### src/bst_pkg.sv
// Constants of the boot strap latch: offsets, bit positions, reset values.
// Assumes a single mclk domain and a plain address/strobe register port.
package bst_pkg;
    // =====================================================
    // Strap bit positions
    localparam int STRAP_N = 5;
    localparam int SB_LDO = 0;
    localparam int SB_BOOT = 1;
    localparam int SB_QUAL = 2;
    localparam int SB_LOG = 3;
    localparam int SB_SDIO = 4;
    // Pull direction while in reset: one is pull-up
    localparam logic [4:0] PULL_UP_MASK = 5'h1a;
    // =====================================================
    // Register map
    localparam logic [7:0] STATUS_OFF = 8'h00;
    localparam logic [7:0] CTRL_OFF = 8'h04;
    localparam logic [7:0] CFG_OFF = 8'h08;
    // Control fields
    localparam int CT_LDO_EN = 0;
    localparam int CT_LDO_VAL = 1;
    localparam int CT_SDIO_EN = 2;
    localparam int CT_SDIO_LO = 3;
    localparam int CTRL_W = 5;
    localparam logic [4:0] CTRL_RST = 5'h00;
    // Effective configuration fields
    localparam int CF_LDO18 = 0;
    localparam int CF_FLASH = 1;
    localparam int CF_DLOAD = 2;
    localparam int CF_LOG = 3;
    localparam int CF_OUT_RISE = 4;
    localparam int CF_IN_RISE = 5;
    localparam int CFG_W = 6;
    localparam logic [4:0] PULL_OFF = 5'h00;
endpackage : bst_pkg

### src/bst_strap_if.sv
// Carrier between the strap capture and the register core.
// Assumes both ends run on mclk.
`timescale 1ns/1ps
`default_nettype none
interface bst_strap_if;
    logic [4:0] strap;
    logic [4:0] fnOut;
    logic [4:0] fnOe;
    logic [4:0] fnIn;
    modport cap (output strap, input fnOut, input fnOe, output fnIn);
    modport core (input strap, output fnOut, output fnOe, input fnIn);
endinterface : bst_strap_if
`default_nettype wire

### src/bst_strap_capture.sv
// Strap pin synchronisers, reset-time latch, pulls and pin hand-over.
// Assumes mclk runs while reset_n is low so the latch can sample.
`timescale 1ns/1ps
`default_nettype none
module bst_strap_capture (
    input wire logic mclk,
    input wire logic reset_n,
    input wire logic [4:0] pinIn,
    output logic [4:0] pinOut,
    output logic [4:0] pinOe,
    output logic [4:0] pullUpEn,
    output logic [4:0] pullDnEn,
    bst_strap_if.cap sif
);
    logic [4:0] meta_q;
    logic [4:0] sync_q;
    logic [4:0] strap_q, strap_d;
    logic [4:0] pinOut_q, pinOut_d;
    logic [4:0] pinOe_q, pinOe_d;
    logic [4:0] pu_q, pu_d;
    logic [4:0] pd_q, pd_d;

    // =====================================================
    // Synchroniser and latch, no reset: they must run during reset
    always_ff @(posedge mclk) begin
        meta_q <= pinIn;
        sync_q <= meta_q;
    end

    always_comb begin
        // Last edge before release wins; held afterwards
        strap_d = !reset_n ? sync_q : strap_q;
    end

    always_ff @(posedge mclk) begin
        strap_q <= strap_d;
    end

    // =====================================================
    // Pulls and functional hand-over
    always_comb begin
        pu_d = bst_pkg::PULL_OFF;
        pd_d = bst_pkg::PULL_OFF;
        pinOut_d = sif.fnOut;
        pinOe_d = sif.fnOe;
    end

    always_ff @(posedge mclk or negedge reset_n) begin
        if (!reset_n) begin
            pu_q <= bst_pkg::PULL_UP_MASK;
            pd_q <= ~bst_pkg::PULL_UP_MASK;
            pinOut_q <= 5'h00;
            pinOe_q <= 5'h00;
        end else begin
            pu_q <= pu_d;
            pd_q <= pd_d;
            pinOut_q <= pinOut_d;
            pinOe_q <= pinOe_d;
        end
    end

    assign pullUpEn = pu_q;
    assign pullDnEn = pd_q;
    assign pinOut = pinOut_q;
    assign pinOe = pinOe_q;
    assign sif.strap = strap_q;
    assign sif.fnIn = sync_q;
endmodule : bst_strap_capture
`default_nettype wire

### src/bst_latch.sv
// Boot strap latch top: strap capture, decode, override and registers.
// Assumes a plain register port on mclk; read data one cycle later.
`timescale 1ns/1ps
`default_nettype none
module bst_latch #(
    parameter int DATA_W = 32
) (
    input wire logic mclk,
    input wire logic reset_n,
    input wire logic [7:0] addr,
    input wire logic [DATA_W-1:0] wdata,
    input wire logic wrStb,
    input wire logic rdStb,
    output logic [DATA_W-1:0] rdata,
    input wire logic [4:0] pinIn,
    output logic [4:0] pinOut,
    output logic [4:0] pinOe,
    output logic [4:0] pullUpEn,
    output logic [4:0] pullDnEn,
    input wire logic [4:0] fnOut,
    input wire logic [4:0] fnOe,
    output logic [4:0] fnIn,
    output logic ldoSel18,
    output logic bootFlash,
    output logic bootDownload,
    output logic bootLogEn,
    output logic sdioInRise,
    output logic sdioOutRise
);
    // =====================================================
    // Elaboration check
    if (DATA_W < 8) begin : g_bad_width
        $error("DATA_W must be at least 8");
    end

    bst_strap_if sif ();

    bst_strap_capture u_cap (
        .mclk(mclk),
        .reset_n(reset_n),
        .pinIn(pinIn),
        .pinOut(pinOut),
        .pinOe(pinOe),
        .pullUpEn(pullUpEn),
        .pullDnEn(pullDnEn),
        .sif(sif)
    );

    logic [4:0] fnIn_q;
    logic [4:0] strap;
    logic [bst_pkg::CTRL_W-1:0] ctrl_q, ctrl_d;
    logic [bst_pkg::CFG_W-1:0] cfg_q, cfg_d;
    logic [DATA_W-1:0] rdata_q, rdata_d;
    logic [1:0] sdioSel;

    assign strap = sif.strap;
    assign sif.fnOut = fnOut;
    assign sif.fnOe = fnOe;

    always_ff @(posedge mclk) begin
        fnIn_q <= sif.fnIn;
    end
    assign fnIn = fnIn_q;

    // =====================================================
    // Control register, firmware override
    always_comb begin
        ctrl_d = ctrl_q;
        // Status offset falls through: writes there do nothing
        if (wrStb && addr == bst_pkg::CTRL_OFF) begin
            ctrl_d = wdata[bst_pkg::CTRL_W-1:0];
        end
    end

    always_ff @(posedge mclk or negedge reset_n) begin
        if (!reset_n) begin
            ctrl_q <= bst_pkg::CTRL_RST;
        end else begin
            ctrl_q <= ctrl_d;
        end
    end

    // =====================================================
    // Decode; no reset so it tracks straps through reset
    always_comb begin
        cfg_d = '0;
        sdioSel = {strap[bst_pkg::SB_LOG], strap[bst_pkg::SB_SDIO]};
        if (ctrl_q[bst_pkg::CT_SDIO_EN]) begin
            sdioSel = ctrl_q[bst_pkg::CT_SDIO_LO +: 2];
        end
        cfg_d[bst_pkg::CF_LDO18] = ctrl_q[bst_pkg::CT_LDO_EN]
            ? ctrl_q[bst_pkg::CT_LDO_VAL]
            : strap[bst_pkg::SB_LDO];
        cfg_d[bst_pkg::CF_FLASH] = strap[bst_pkg::SB_BOOT];
        cfg_d[bst_pkg::CF_DLOAD] = !strap[bst_pkg::SB_BOOT]
            && !strap[bst_pkg::SB_QUAL];
        cfg_d[bst_pkg::CF_LOG] = strap[bst_pkg::SB_LOG];
        cfg_d[bst_pkg::CF_IN_RISE] = sdioSel[1];
        cfg_d[bst_pkg::CF_OUT_RISE] = sdioSel[0];
    end

    // Needs a few mclk edges inside reset to settle before release
    always_ff @(posedge mclk) begin
        cfg_q <= cfg_d;
    end

    assign ldoSel18 = cfg_q[bst_pkg::CF_LDO18];
    assign bootFlash = cfg_q[bst_pkg::CF_FLASH];
    assign bootDownload = cfg_q[bst_pkg::CF_DLOAD];
    assign bootLogEn = cfg_q[bst_pkg::CF_LOG];
    assign sdioInRise = cfg_q[bst_pkg::CF_IN_RISE];
    assign sdioOutRise = cfg_q[bst_pkg::CF_OUT_RISE];

    // =====================================================
    // Read path; zero outside a read and for unmapped offsets
    always_comb begin
        rdata_d = '0;
        if (rdStb) begin
            case (addr)
                bst_pkg::STATUS_OFF: rdata_d[4:0] = strap;
                bst_pkg::CTRL_OFF: rdata_d[bst_pkg::CTRL_W-1:0] = ctrl_q;
                bst_pkg::CFG_OFF: rdata_d[bst_pkg::CFG_W-1:0] = cfg_q;
                default: rdata_d = '0;
            endcase
        end
    end

    always_ff @(posedge mclk or negedge reset_n) begin
        if (!reset_n) begin
            rdata_q <= '0;
        end else begin
            rdata_q <= rdata_d;
        end
    end
    assign rdata = rdata_q;
endmodule : bst_latch
`default_nettype wire

### config.mk
export PLATFORM = sky130hd
export DESIGN_NAME = bst_latch
export DESIGN_NICKNAME = d
export VERILOG_FILES = /design/src/bst_pkg.sv /design/src/bst_strap_if.sv /design/src/bst_strap_capture.sv /design/src/bst_latch.sv
export SDC_FILE = /design/constraint.sdc
export NUM_CORES = 1
export LEC_CHECK = 0
export ABC_AREA = 1
export BUFFER_PORTS_ARGS = -buffer_cell sky130_fd_sc_hd__buf_2
export CAP_MARGIN = 25
export CORE_MARGIN = 2
export CORE_UTILIZATION = 45
export CTS_BUF_LIST = sky130_fd_sc_hd__clkbuf_8
export DETAILED_ROUTE_END_ITERATION = 12
export GPL_ROUTABILITY_DRIVEN = 0
export GPL_TIMING_DRIVEN = 0
export PLACE_DENSITY = 0.84
export SYNTH_ARGS = -nofsm -noshare
export SYNTH_HDL_FRONTEND = slang
export SYNTH_HIERARCHICAL = 1
export SYNTH_SLANG_ARGS = --single-unit
### constraint.sdc
create_clock -name mclk -period 2 [get_ports mclk]
set_input_delay 0.2 -clock mclk [delete_from_list [all_inputs] [get_ports mclk]]
set_output_delay 0.2 -clock mclk [all_outputs]
set_load 0.02 [all_outputs]
## Yosys cells after proc, flatten, opt, wreduce, memory -nomap -nowiden

Index checks and enable logic that the tools add are counted.
W data, S select, Z words.

| storage, ports and cells | value |
|---|---|
| register bits after elaboration | 78 |
| output and inout port bits | 63 |

| cells by class | value |
|---|---|
| reduce and logical (&&, ||, !) cells | 5 |
| equality and inequality tests | 2 |
| mux-type cells | 5 |

Operators by type and width:

| kind | count |
|---|---|
| $pmux W5 S3 | 1 |
| $eq A8 B3 Y1 const B | 1 |
| $eq A8 B4 Y1 const B | 1 |
| $logic_not A8 Y1 | 1 |
| $mux W6 | 1 |
| $logic_and A1 B1 Y1 | 2 |
| $logic_not A1 Y1 | 2 |
| $mux W1 | 2 |
| $mux W2 | 1 |

## Longest topological paths before layout

Gate-level depths: netlist of the first run.

| depth | value |
|---|---|
| depth after elaboration | 3 |
| mapped depth | 8 |
| mapped depth without buffers | 7 |

## Hierarchy

The synthesis of the first run kept the hierarchy.

By module, submodules not included:

| module | area each (µm²) | times used | cells an instance |
|---|---|---|---|
| bst_latch | 1062.3 | 1 | 122 |
| bst_strap_capture | 701.9 | 1 | 37 |

## Worst setup path after synthesis of the first run

Ideal clock, no wire load.

| timing path | value |
|---|---|
| path kind | reg2out |
| start | register u_cap/pullUpEn[3] (netlist name) |
| end | output pullDnEn[2] |
| cell stages (with the launch flop) | 2 |
| path slack | 1.045 ns |
| required time | 1.800 ns |
| buffers on the path | 1 |
| arrival time | 0.755 ns |
| path through | dfstp_2 > buf_4 |

RTL lines:

| element | RTL line | RTL |
|---|---|---|
| to (decl) | bst_latch.sv:19 | `output logic [4:0] pullDnEn,` |

## Worst setup path in the final report of the first run

| timing path | value |
|---|---|
| start | input reset_n |
| end | register u_cap.strap_q[4] (netlist: u_cap/sif.strap[4]) (enable) |

RTL lines:

| element | RTL line | RTL |
|---|---|---|
| from (decl) | bst_latch.sv:9 | `input wire logic reset_n,` |
| to (signal assigned) | bst_strap_capture.sv:36 | `strap_q <= strap_d;` |
| to (decl) | bst_strap_capture.sv:17 | `logic [4:0] strap_q, strap_d;` |

No word-level cell between the ends.

==> results.sh, run 1 <==
export IMPL_synth_compound_area_frac=0.0191
export IMPL_worstPathCellList="dlygate4sd3_1 > buf_2 > inv_1"
export IMPL_grt_use_met2=0.243
export IMPL_finalInstanceArea_um2=2470
export IMPL_fin_nets=328
export IMPL_dieArea_um2=4440
export IMPL_crit_buf_inv=3
export IMPL_r2r_end="cfg_q[5]"
export IMPL_critical_path_required_ps=2020
export IMPL_synth_area_top_cells="dfrtp_1 30%, dfxtp_1 24%, buf_4 15%"
export IMPL_worstRegToRegCells=1
export IMPL_die_width_um=66.6
export IMPL_drt_first_pass_iters=6
export IMPL_ant_nets=0
export IMPL_ys_ff_latch=48
export IMPL_netlist_instances=159
export IMPL_viasPerCell=3.78
export IMPL_drive_gt1_frac=0.433
export IMPL_combPwrFrac=0.127
export IMPL_grt_max_degree=24
export IMPL_track_usage=0.136
export IMPL_dieHeight_um=66.6
export IMPL_min_from="fnOe[4]"
export IMPL_p_leak_nw=1.36
export IMPL_powerDensity_nw_per_um2=812
export IMPL_worstPathArrival_ps=1360
export IMPL_max_freq_mhz=746
export IMPL_synth_top_family_by_area="buffers and inverters"
export IMPL_place_area_um2=2250
export IMPL_yosysTopAreaCell="dfrtp_1"
export IMPL_finalHoldViolations=0
export IMPL_r2r_start="ctrl_q[2]"
export IMPL_clock_root_buffer="clkbuf_8"
export IMPL_status="finished clean"
export IMPL_coreArea_um2=3720
export IMPL_drcViolationCount=0
export IMPL_antenna_found_initial=0
export IMPL_finalMaxSlewViolations=0
export IMPL_worst_path_max_delay_cell="dlygate4sd3_1"
export IMPL_r2r_slack_ps=1120
export IMPL_grt_pass1_vias=1078
export IMPL_place_hpwl_um=2140
export IMPL_p_sw_frac=0.232
export IMPL_whs_ps=7.93
export IMPL_cp_top_family="buffers and inverters"
export IMPL_start_util=0.475
export IMPL_final_common_cell="buf_2"
export IMPL_clk_pin_slew_ps=80
export IMPL_clk_latency_ps=290
export IMPL_synth_fa_ha_area_frac=0
export IMPL_finalWirelength_um=2840
export IMPL_yosysUniqueCellTypes=20
export IMPL_finalCritPeriodShare=0.671
export IMPL_clock_skew_ps=2.94
export IMPL_cp_end_kind="flop"
export IMPL_path_class="in -> reg"
export IMPL_top_usage_layer="met2"
export IMPL_layout_common_cells="63 x buf_2, 35 x buf_4, 32 x conb_1"
export IMPL_num_vias=1201
export IMPL_yosys_area_share_simple=0.134
export IMPL_use_met1=0.149
export IMPL_grt_use_met3=0.0490
export IMPL_yosysSeqAreaShare=0.636
export IMPL_yosysWarnings=6
export IMPL_synthMuxAreaShare=0.0191
export IMPL_setup_tns_ps=0
export IMPL_syn2layout_area_growth_pct=40.2
export IMPL_cts_tree="done"
export IMPL_ios=122
export IMPL_start_kind="input pin"
export IMPL_p_seq_frac=0.519
export IMPL_fin_crit_ps=1340
export IMPL_hp_class="in -> reg"
export IMPL_holdPathEnd="u_cap/pinOe[4]"
export IMPL_synth_area_um2=1760
export IMPL_critPathMaxStageDelay_ps=520
export IMPL_pre_cts_ws_ps=832
export IMPL_portBuffers=63
export IMPL_overflow=0
export IMPL_p_int_w=0.00154
export IMPL_rows=22
export IMPL_yosys_area_share_xor_xnor=0
export IMPL_critPathMaxFanout=23
export IMPL_max_cap_violations=0
export IMPL_drt_iter0_drc=70
export IMPL_grt_setup_unrepaired="no"
export IMPL_p_sw_w=0.000466
export IMPL_diodes=0
export IMPL_grt_first_pass_wirelength_um=4480
export IMPL_p_clk_frac=0.354
export IMPL_finalSetupViolations=0
export IMPL_yosys_area_top_type_share=0.298
export IMPL_hold_depth=1
export IMPL_numCtsBuffers=5
export IMPL_avgSynthCellArea_um2=11.1
export IMPL_routedWlPerCell_um=8.92
export IMPL_ir_drop_mv=0.586
export IMPL_clockBufferDepth=2
export IMPL_cts_sinks=48
export IMPL_crit_start="reset_n"
export IMPL_setup_slack_ps=659
export IMPL_ctsHtreeMaxLevel=2
state kept, by name, indices dropped and copies added (netlist names):
signal / count
cfg_q: 6
rdata: 6
ctrl_q: 5
fnIn: 5
u_cap/meta_q: 5
u_cap/pinOe: 5
u_cap/pinOut: 5
u_cap/sif.fnIn: 5
u_cap/sif.strap: 5
u_cap/pullUpEn: 1
per-stage QoR:
stage | utilization | total power [W] | instances
2_1_floorplan | - | 0.00123 | 189
3_3_place_gp | 0.606 | 0.00130 | 300
3_5_place_dp | 0.606 | 0.00130 | 300
4_1_cts | 0.655 | 0.00202 | 314
5_1_grt | 0.666 | 0.00209 | 318
6_report | 0.666 | 0.00201 | 318
area by class of cell:
class                   count  area, µm²
fillers                   293       1240
flip-flops and latches     48       1120
multi-input cells          90        424
repair buffers             73        415
plain buffers              36        274
clock buffers               6       82.6
well taps                  48       60.1
inverters                  15       56.3
clock inverters             2       38.8
power by group through the flow:
stage | registers, W | clock network (W) | logic (W)
2_1_floorplan | 0.00109 | 0 | 0.000137
3_3_place_gp | 0.00106 | 0 | 0.000236
3_5_place_dp | 0.00106 | 0 | 0.000239
4_1_cts | 0.00104 | 0.000729 | 0.000249
5_1_grt | 0.00105 | 0.000765 | 0.000278
6_report | 0.00104 | 0.000711 | 0.000255
cells in the mapped netlist:
cell type / n
dfrtp_1: 21
nor2_1: 12
edfxtp_1: 5
o2111ai_1: 1
buf_6: 1
buf_4: 35
inv_2: 1
dfxtp_1: 21
o21ai_1: 3
dfstp_2: 1
nor2_4: 2
conb_1: 2
mux2_2: 3
nand2_1: 19
o21ai_0: 2
nand3_4: 1
nand3_1: 12
nor3b_1: 1
inv_1: 14
nand2_2: 2
kinds of logic after synthesis:
group                  after synthesis
DFF                                 48
and+or+nand+nor                     49
buffers and inverters               51
muxes                                3
AOI/OAI and AO/OA                    6
other                                2
worst max path at each step:
stage                                     to  slack, ps  cells past startpoint
after detailed placement  u_cap/sif.strap[2]        830                      2
after floorplan                  pullDnEn[2]       1040                      1
final                     u_cap/sif.strap[4]        660                      3
after CTS                 u_cap/sif.strap[1]        610                      3
after global placement    u_cap/sif.strap[2]        850                      2
after global routing      u_cap/sif.strap[4]        470                      3
metal layers:
metal,part of all wire,wire length (µm),up-vias
met5,0,0,-
met4,0.0028,8,0
met3,0.092,261,2
met2,0.51,1460,48
met1,0.39,1110,508
li1,-,-,643
timing repair:
item | CTS | global route
setup buffers | 0 | 0
resized for setup | 0 | 0
hold buffers | 6 | 4
endpoints found under the hold margin | 26 | 4
Note: power is estimated with default switching activity, not from simulation.
==> run 2, diff against run 1 <==
- CORE_UTILIZATION: 45 -> 38
- PLACE_DENSITY: 0.84 -> 0.76
- clock period: 2 -> 1.2 ns (I/O delays scaled with it)
==> results.sh, run 2 (synthesis results as in run 1) <==
export IMPL_layout_common_cells="59 x buf_2, 35 x buf_4, 32 x conb_1"
export IMPL_critPathMaxFanout=5
export IMPL_violations="negative hold slack"
export IMPL_cts_sinks=48
export IMPL_n_fill_cell=385
export IMPL_crit_end="pullDnEn[2]"
export IMPL_ctsHoldBuffers=17
export IMPL_clk_pin_slew_ps=80
export IMPL_status="complete, but fails checks"
export IMPL_path_class="reg -> out"
export IMPL_fin_nets=334
export IMPL_setup_slack_ps=7.04
export IMPL_ir_drop_mv=0.815
export IMPL_finalHoldViolations=21
export IMPL_layout_cells_non_filler=328
export IMPL_crit_start="u_cap/pullUpEn[3]"
export IMPL_critPathMaxStageDelay_ps=570
export IMPL_start_util=0.400
export IMPL_syn2layout_area_growth_pct=43.2
export IMPL_start_kind="flop"
export IMPL_r2r_end="cfg_q[5]"
export IMPL_drcViolationCount=0
export IMPL_clockBufferDepth=2
export IMPL_cp_top_family="flip-flops"
export IMPL_p_leak_nw=1.38
export IMPL_regArea_um2=1120
export IMPL_pre_cts_ws_ps=94.0
export IMPL_place_hpwl_um=2300
export IMPL_drt_first_pass_iters=4
export IMPL_num_vias=1283
export IMPL_viasPerCell=3.91
export IMPL_multi_input_area_um2=424
export IMPL_overflow=0
export IMPL_die_width_um=72.1
export IMPL_grt_pass1_vias=1138
export IMPL_clock_skew_ps=6.00
export IMPL_cp_end_kind="output pin"
export IMPL_dp_cells=304
export IMPL_portBuffers=63
export IMPL_routedWlPerCell_um=9.43
export IMPL_r2r_slack_ps=320
export IMPL_worst_path_max_delay_cell="dfstp_2"
export IMPL_fin_crit_ps=1190
export IMPL_grt_setup_unrepaired="yes"
export IMPL_coreArea_um2=4410
export IMPL_diodes=0
export IMPL_critical_path_required_ps=1080
export IMPL_dieArea_um2=5200
export IMPL_hp_class="in -> async"
export IMPL_powerDensity_nw_per_um2=1230
export IMPL_antenna_found_initial=0
export IMPL_finalSetupViolations=0
export IMPL_crit_buf_inv=2
export IMPL_final_common_cell="buf_2"
export IMPL_worstRegToRegCells=1
export IMPL_max_cap_violations=0
export IMPL_drt_iter0_drc=74
export IMPL_ios=122
export IMPL_max_freq_mhz=838
export IMPL_r2r_start="ctrl_q[2]"
export IMPL_ctsHtreeMaxLevel=2
export IMPL_cts_setup_buffers=0
export IMPL_rows=24
export IMPL_finalMaxSlewViolations=0
export IMPL_finalCritPeriodShare=0.994
export IMPL_dieHeight_um=72.1
export IMPL_critical_path_cell_count=2
export IMPL_grt_first_pass_wirelength_um=4950
export IMPL_grt_max_degree=22
export IMPL_finalWirelength_um=3090
export IMPL_clock_root_buffer="clkbuf_8"
export IMPL_ant_nets=0
export IMPL_drive_gt1_frac=0.420
export IMPL_worstPathArrival_ps=1070
export IMPL_whs_ps=-225
export IMPL_cts_tree="done"
export IMPL_track_usage=0.127
export IMPL_worstPathCellList="buf_4 > buf_6"
export IMPL_clk_latency_ps=290
export IMPL_numCtsBuffers=5
-- run 2: what timing repair did --
action                                  4_1_cts  5_1_grt
resized for setup                             8        0
endpoints found under the hold margin        36       21
endpoints found under the setup margin        4       25
-- run 2: report_power, final --
| group | leakage, nW | switching [W] | internal (W) | total [W] |
|---|---|---|---|---|
| Clock | 0.0496 | 0.000505 | 0.000401 | 0.000906 |
| Combinational | 0.823 | 0.000247 | 0.000205 | 0.000452 |
| Sequential | 0.506 | 0.0000314 | 0.00171 | 0.00174 |
-- run 2: final cells by class --
type	instances	share of cell area
inverter	15	0.0223
tap	52	0.0258
sequential	48	0.444
multi-input combinational	90	0.168
clock buffer	5	0.0272
clock inverter	3	0.00594
buffer	36	0.108
timing repair buffer	79	0.198
-- run 2: through the flow --
step                      TNS, ps  utilization  cell area, µm²  hold slack [ps]  power (W)
after floorplan                 0            -            1880             -176    0.00205
after global placement          0        0.511            2260              106    0.00217
after detailed placement        0        0.511            2260              111    0.00217
after CTS                  -0.762        0.575            2540             46.7    0.00313
after global routing         -135        0.572            2530             -170    0.00325
final                           0        0.572            2530             -225    0.00310
-- run 2: layer usage --
layer / vias to the layer above / share of wire / wire length [µm] / global-route usage
met5: - / 0 / 0 / 0
met4: 0 / 0.013 / 40 / 0.0440
met3: 6 / 0.084 / 261 / 0.0486
met2: 57 / 0.52 / 1610 / 0.223
met1: 564 / 0.38 / 1180 / 0.139
li1: 656 / - / - / -
-- run 2: how the worst min path moves through the flow --
stage / start / to / depth (start not counted)
detailed placement: reset_n / rdata[4] / 1
CTS: wdata[4] / ctrl_q[4] / 3
finish: reset_n / rdata[4] / 1
global placement: reset_n / rdata[3] / 1
floorplan: reset_n / ctrl_q[0] / 0
global route: reset_n / rdata[3] / 1
==> run 3, diff against run 2 <==
- BUFFER_PORTS_ARGS: -buffer_cell sky130_fd_sc_hd__buf_2 -> default
- CORE_UTILIZATION: 38 -> 50
- DONT_BUFFER_PORTS: default -> 1
- PLACE_DENSITY: 0.76 -> 0.66
- TNS_END_PERCENT: default -> 50
==> results.sh, run 3 (synthesis results as in run 1) <==
export IMPL_num_vias=1106
export IMPL_max_freq_mhz=824
export IMPL_ant_nets=0
export IMPL_crit_buf_inv=1
export IMPL_status="complete, but fails checks"
export IMPL_drt_iter0_drc=27
export IMPL_p_leak_nw=1.15
export IMPL_ios=122
export IMPL_finalWirelength_um=2880
export IMPL_fin_crit_ps=1210
export IMPL_worstPathArrival_ps=1090
export IMPL_fin_nets=278
export IMPL_layout_cells_non_filler=266
export IMPL_overflow=0
export IMPL_cp_top_family="flip-flops"
export IMPL_path_class="reg -> out"
export IMPL_clockBufferDepth=2
export IMPL_powerDensity_nw_per_um2=1430
export IMPL_critical_path_required_ps=1080
export IMPL_viasPerCell=4.16
export IMPL_routedWlPerCell_um=10.8
export IMPL_finalMaxSlewViolations=0
export IMPL_dieArea_um2=4020
export IMPL_start_util=0.525
export IMPL_clock_root_buffer="clkbuf_8"
export IMPL_portBuffers=0
export IMPL_violations="negative setup slack"
export IMPL_cp_end_kind="output pin"
export IMPL_clock_skew_ps=4.33
export IMPL_cts_sinks=48
export IMPL_worst_path_max_delay_cell="dfstp_2"
export IMPL_diodes=0
export IMPL_antenna_found_initial=0
export IMPL_numCtsBuffers=5
export IMPL_clk_pin_slew_ps=90
export IMPL_n_fill_cell=273
export IMPL_coreArea_um2=3360
export IMPL_die_width_um=63.4
export IMPL_total_power_w=0.00326
export IMPL_grt_pass1_vias=1063
export IMPL_grt_max_degree=23
export IMPL_critPathMaxFanout=5
export IMPL_cts_tree="done"
export IMPL_setup_tns_ps=-48.4
export IMPL_cts_setup_buffers=0
export IMPL_drt_first_pass_iters=4
export IMPL_finalCritPeriodShare=1.01
export IMPL_track_usage=0.154
export IMPL_hp_class="in -> reg"
export IMPL_final_common_cell="buf_4"
export IMPL_start_kind="flop"
export IMPL_layout_common_cells="35 x buf_4, 32 x conb_1, 22 x dlygate4sd3_1"
export IMPL_dp_cells=235
export IMPL_drcViolationCount=0
export IMPL_place_hpwl_um=2120
export IMPL_finalHoldViolations=0
export IMPL_setup_slack_ps=-13.3
export IMPL_clk_latency_ps=290
export IMPL_ir_drop_mv=0.838
export IMPL_rows=21
export IMPL_dieHeight_um=63.4
export IMPL_grt_setup_unrepaired="yes"
export IMPL_worstPathCellList="buf_4"
export IMPL_max_cap_violations=0
export IMPL_final_util=0.679
export IMPL_drive_gt1_frac=0.250
export IMPL_ctsHtreeMaxLevel=2
export IMPL_syn2layout_area_growth_pct=29.5
export IMPL_grt_first_pass_wirelength_um=4670
export IMPL_finalSetupViolations=4
export IMPL_critPathMaxStageDelay_ps=630
## run 3: path summary, 6_finish.rpt
check	from	to	slack, ps	cells after the start
worst max-delay path	u_cap/pullUpEn[3]	pullUpEn[1]	-10	1
worst min-delay path	wrStb	ctrl_q[4]	30	2
worst max register to register	cfg_q[2]	rdata[2]	320	4
worst min register to register	u_cap/meta_q[3]	u_cap/sif.fnIn[3]	330	0
max in group asynchronous	reset_n	u_cap/pullUpEn[3]	710	2
min in group asynchronous	reset_n	ctrl_q[4]	60	1
## run 3: area by class of cell
class	count	area (µm²)	share of cell area
clock inverters	3	46.3	0.0203
well taps	46	57.6	0.0252
flip-flops and latches	48	1120	0.491
plain buffers	36	274	0.120
repair buffers	23	235	0.103
multi-input cells	90	424	0.186
inverters	15	56.3	0.0246
clock buffers	5	68.8	0.0301
## run 3: routing by layer
layer,vias to the layer above,GRT usage,wire length [µm]
met1,498,0.145,975
met2,55,0.279,1560
met3,7,0.0625,289
met4,0,0.0842,57
met5,-,0,0
li1,546,-,-
## run 3: stage by stage
| stage | hold slack (ps) | instance area [µm²] | worst slack (ps) |
|---|---|---|---|
| final | 32.7 | 2280 | -13.3 |
| after global routing | 41.2 | 2280 | -58.2 |
| after CTS | 15.2 | 2270 | -28.4 |
| after detailed placement | -175 | 1930 | 228 |
| after global placement | -175 | 1930 | 301 |
| after floorplan | -176 | 1880 | 325 |
## run 3: report_power, final
| group | leakage [nW] | switching (W) | total (W) | internal (W) |
|---|---|---|---|---|
| Clock | 0.0548 | 0.000519 | 0.00115 | 0.000627 |
| Sequential | 0.506 | 0.0000868 | 0.00179 | 0.00171 |
| Combinational | 0.588 | 0.000167 | 0.000317 | 0.000150 |
| Total | 1.15 | 0.000773 | 0.00326 | 0.00248 |
## run 3: timing repair
| action | 4_1_cts | 5_1_grt |
|---|---|---|
| hold buffers | 22 | 0 |
| setup endpoints to repair | 4 | 4 |
| endpoints found under the hold margin | 46 | 0 |
| pin swaps | 0 | 0 |
| gates resized for setup | 0 | 0 |
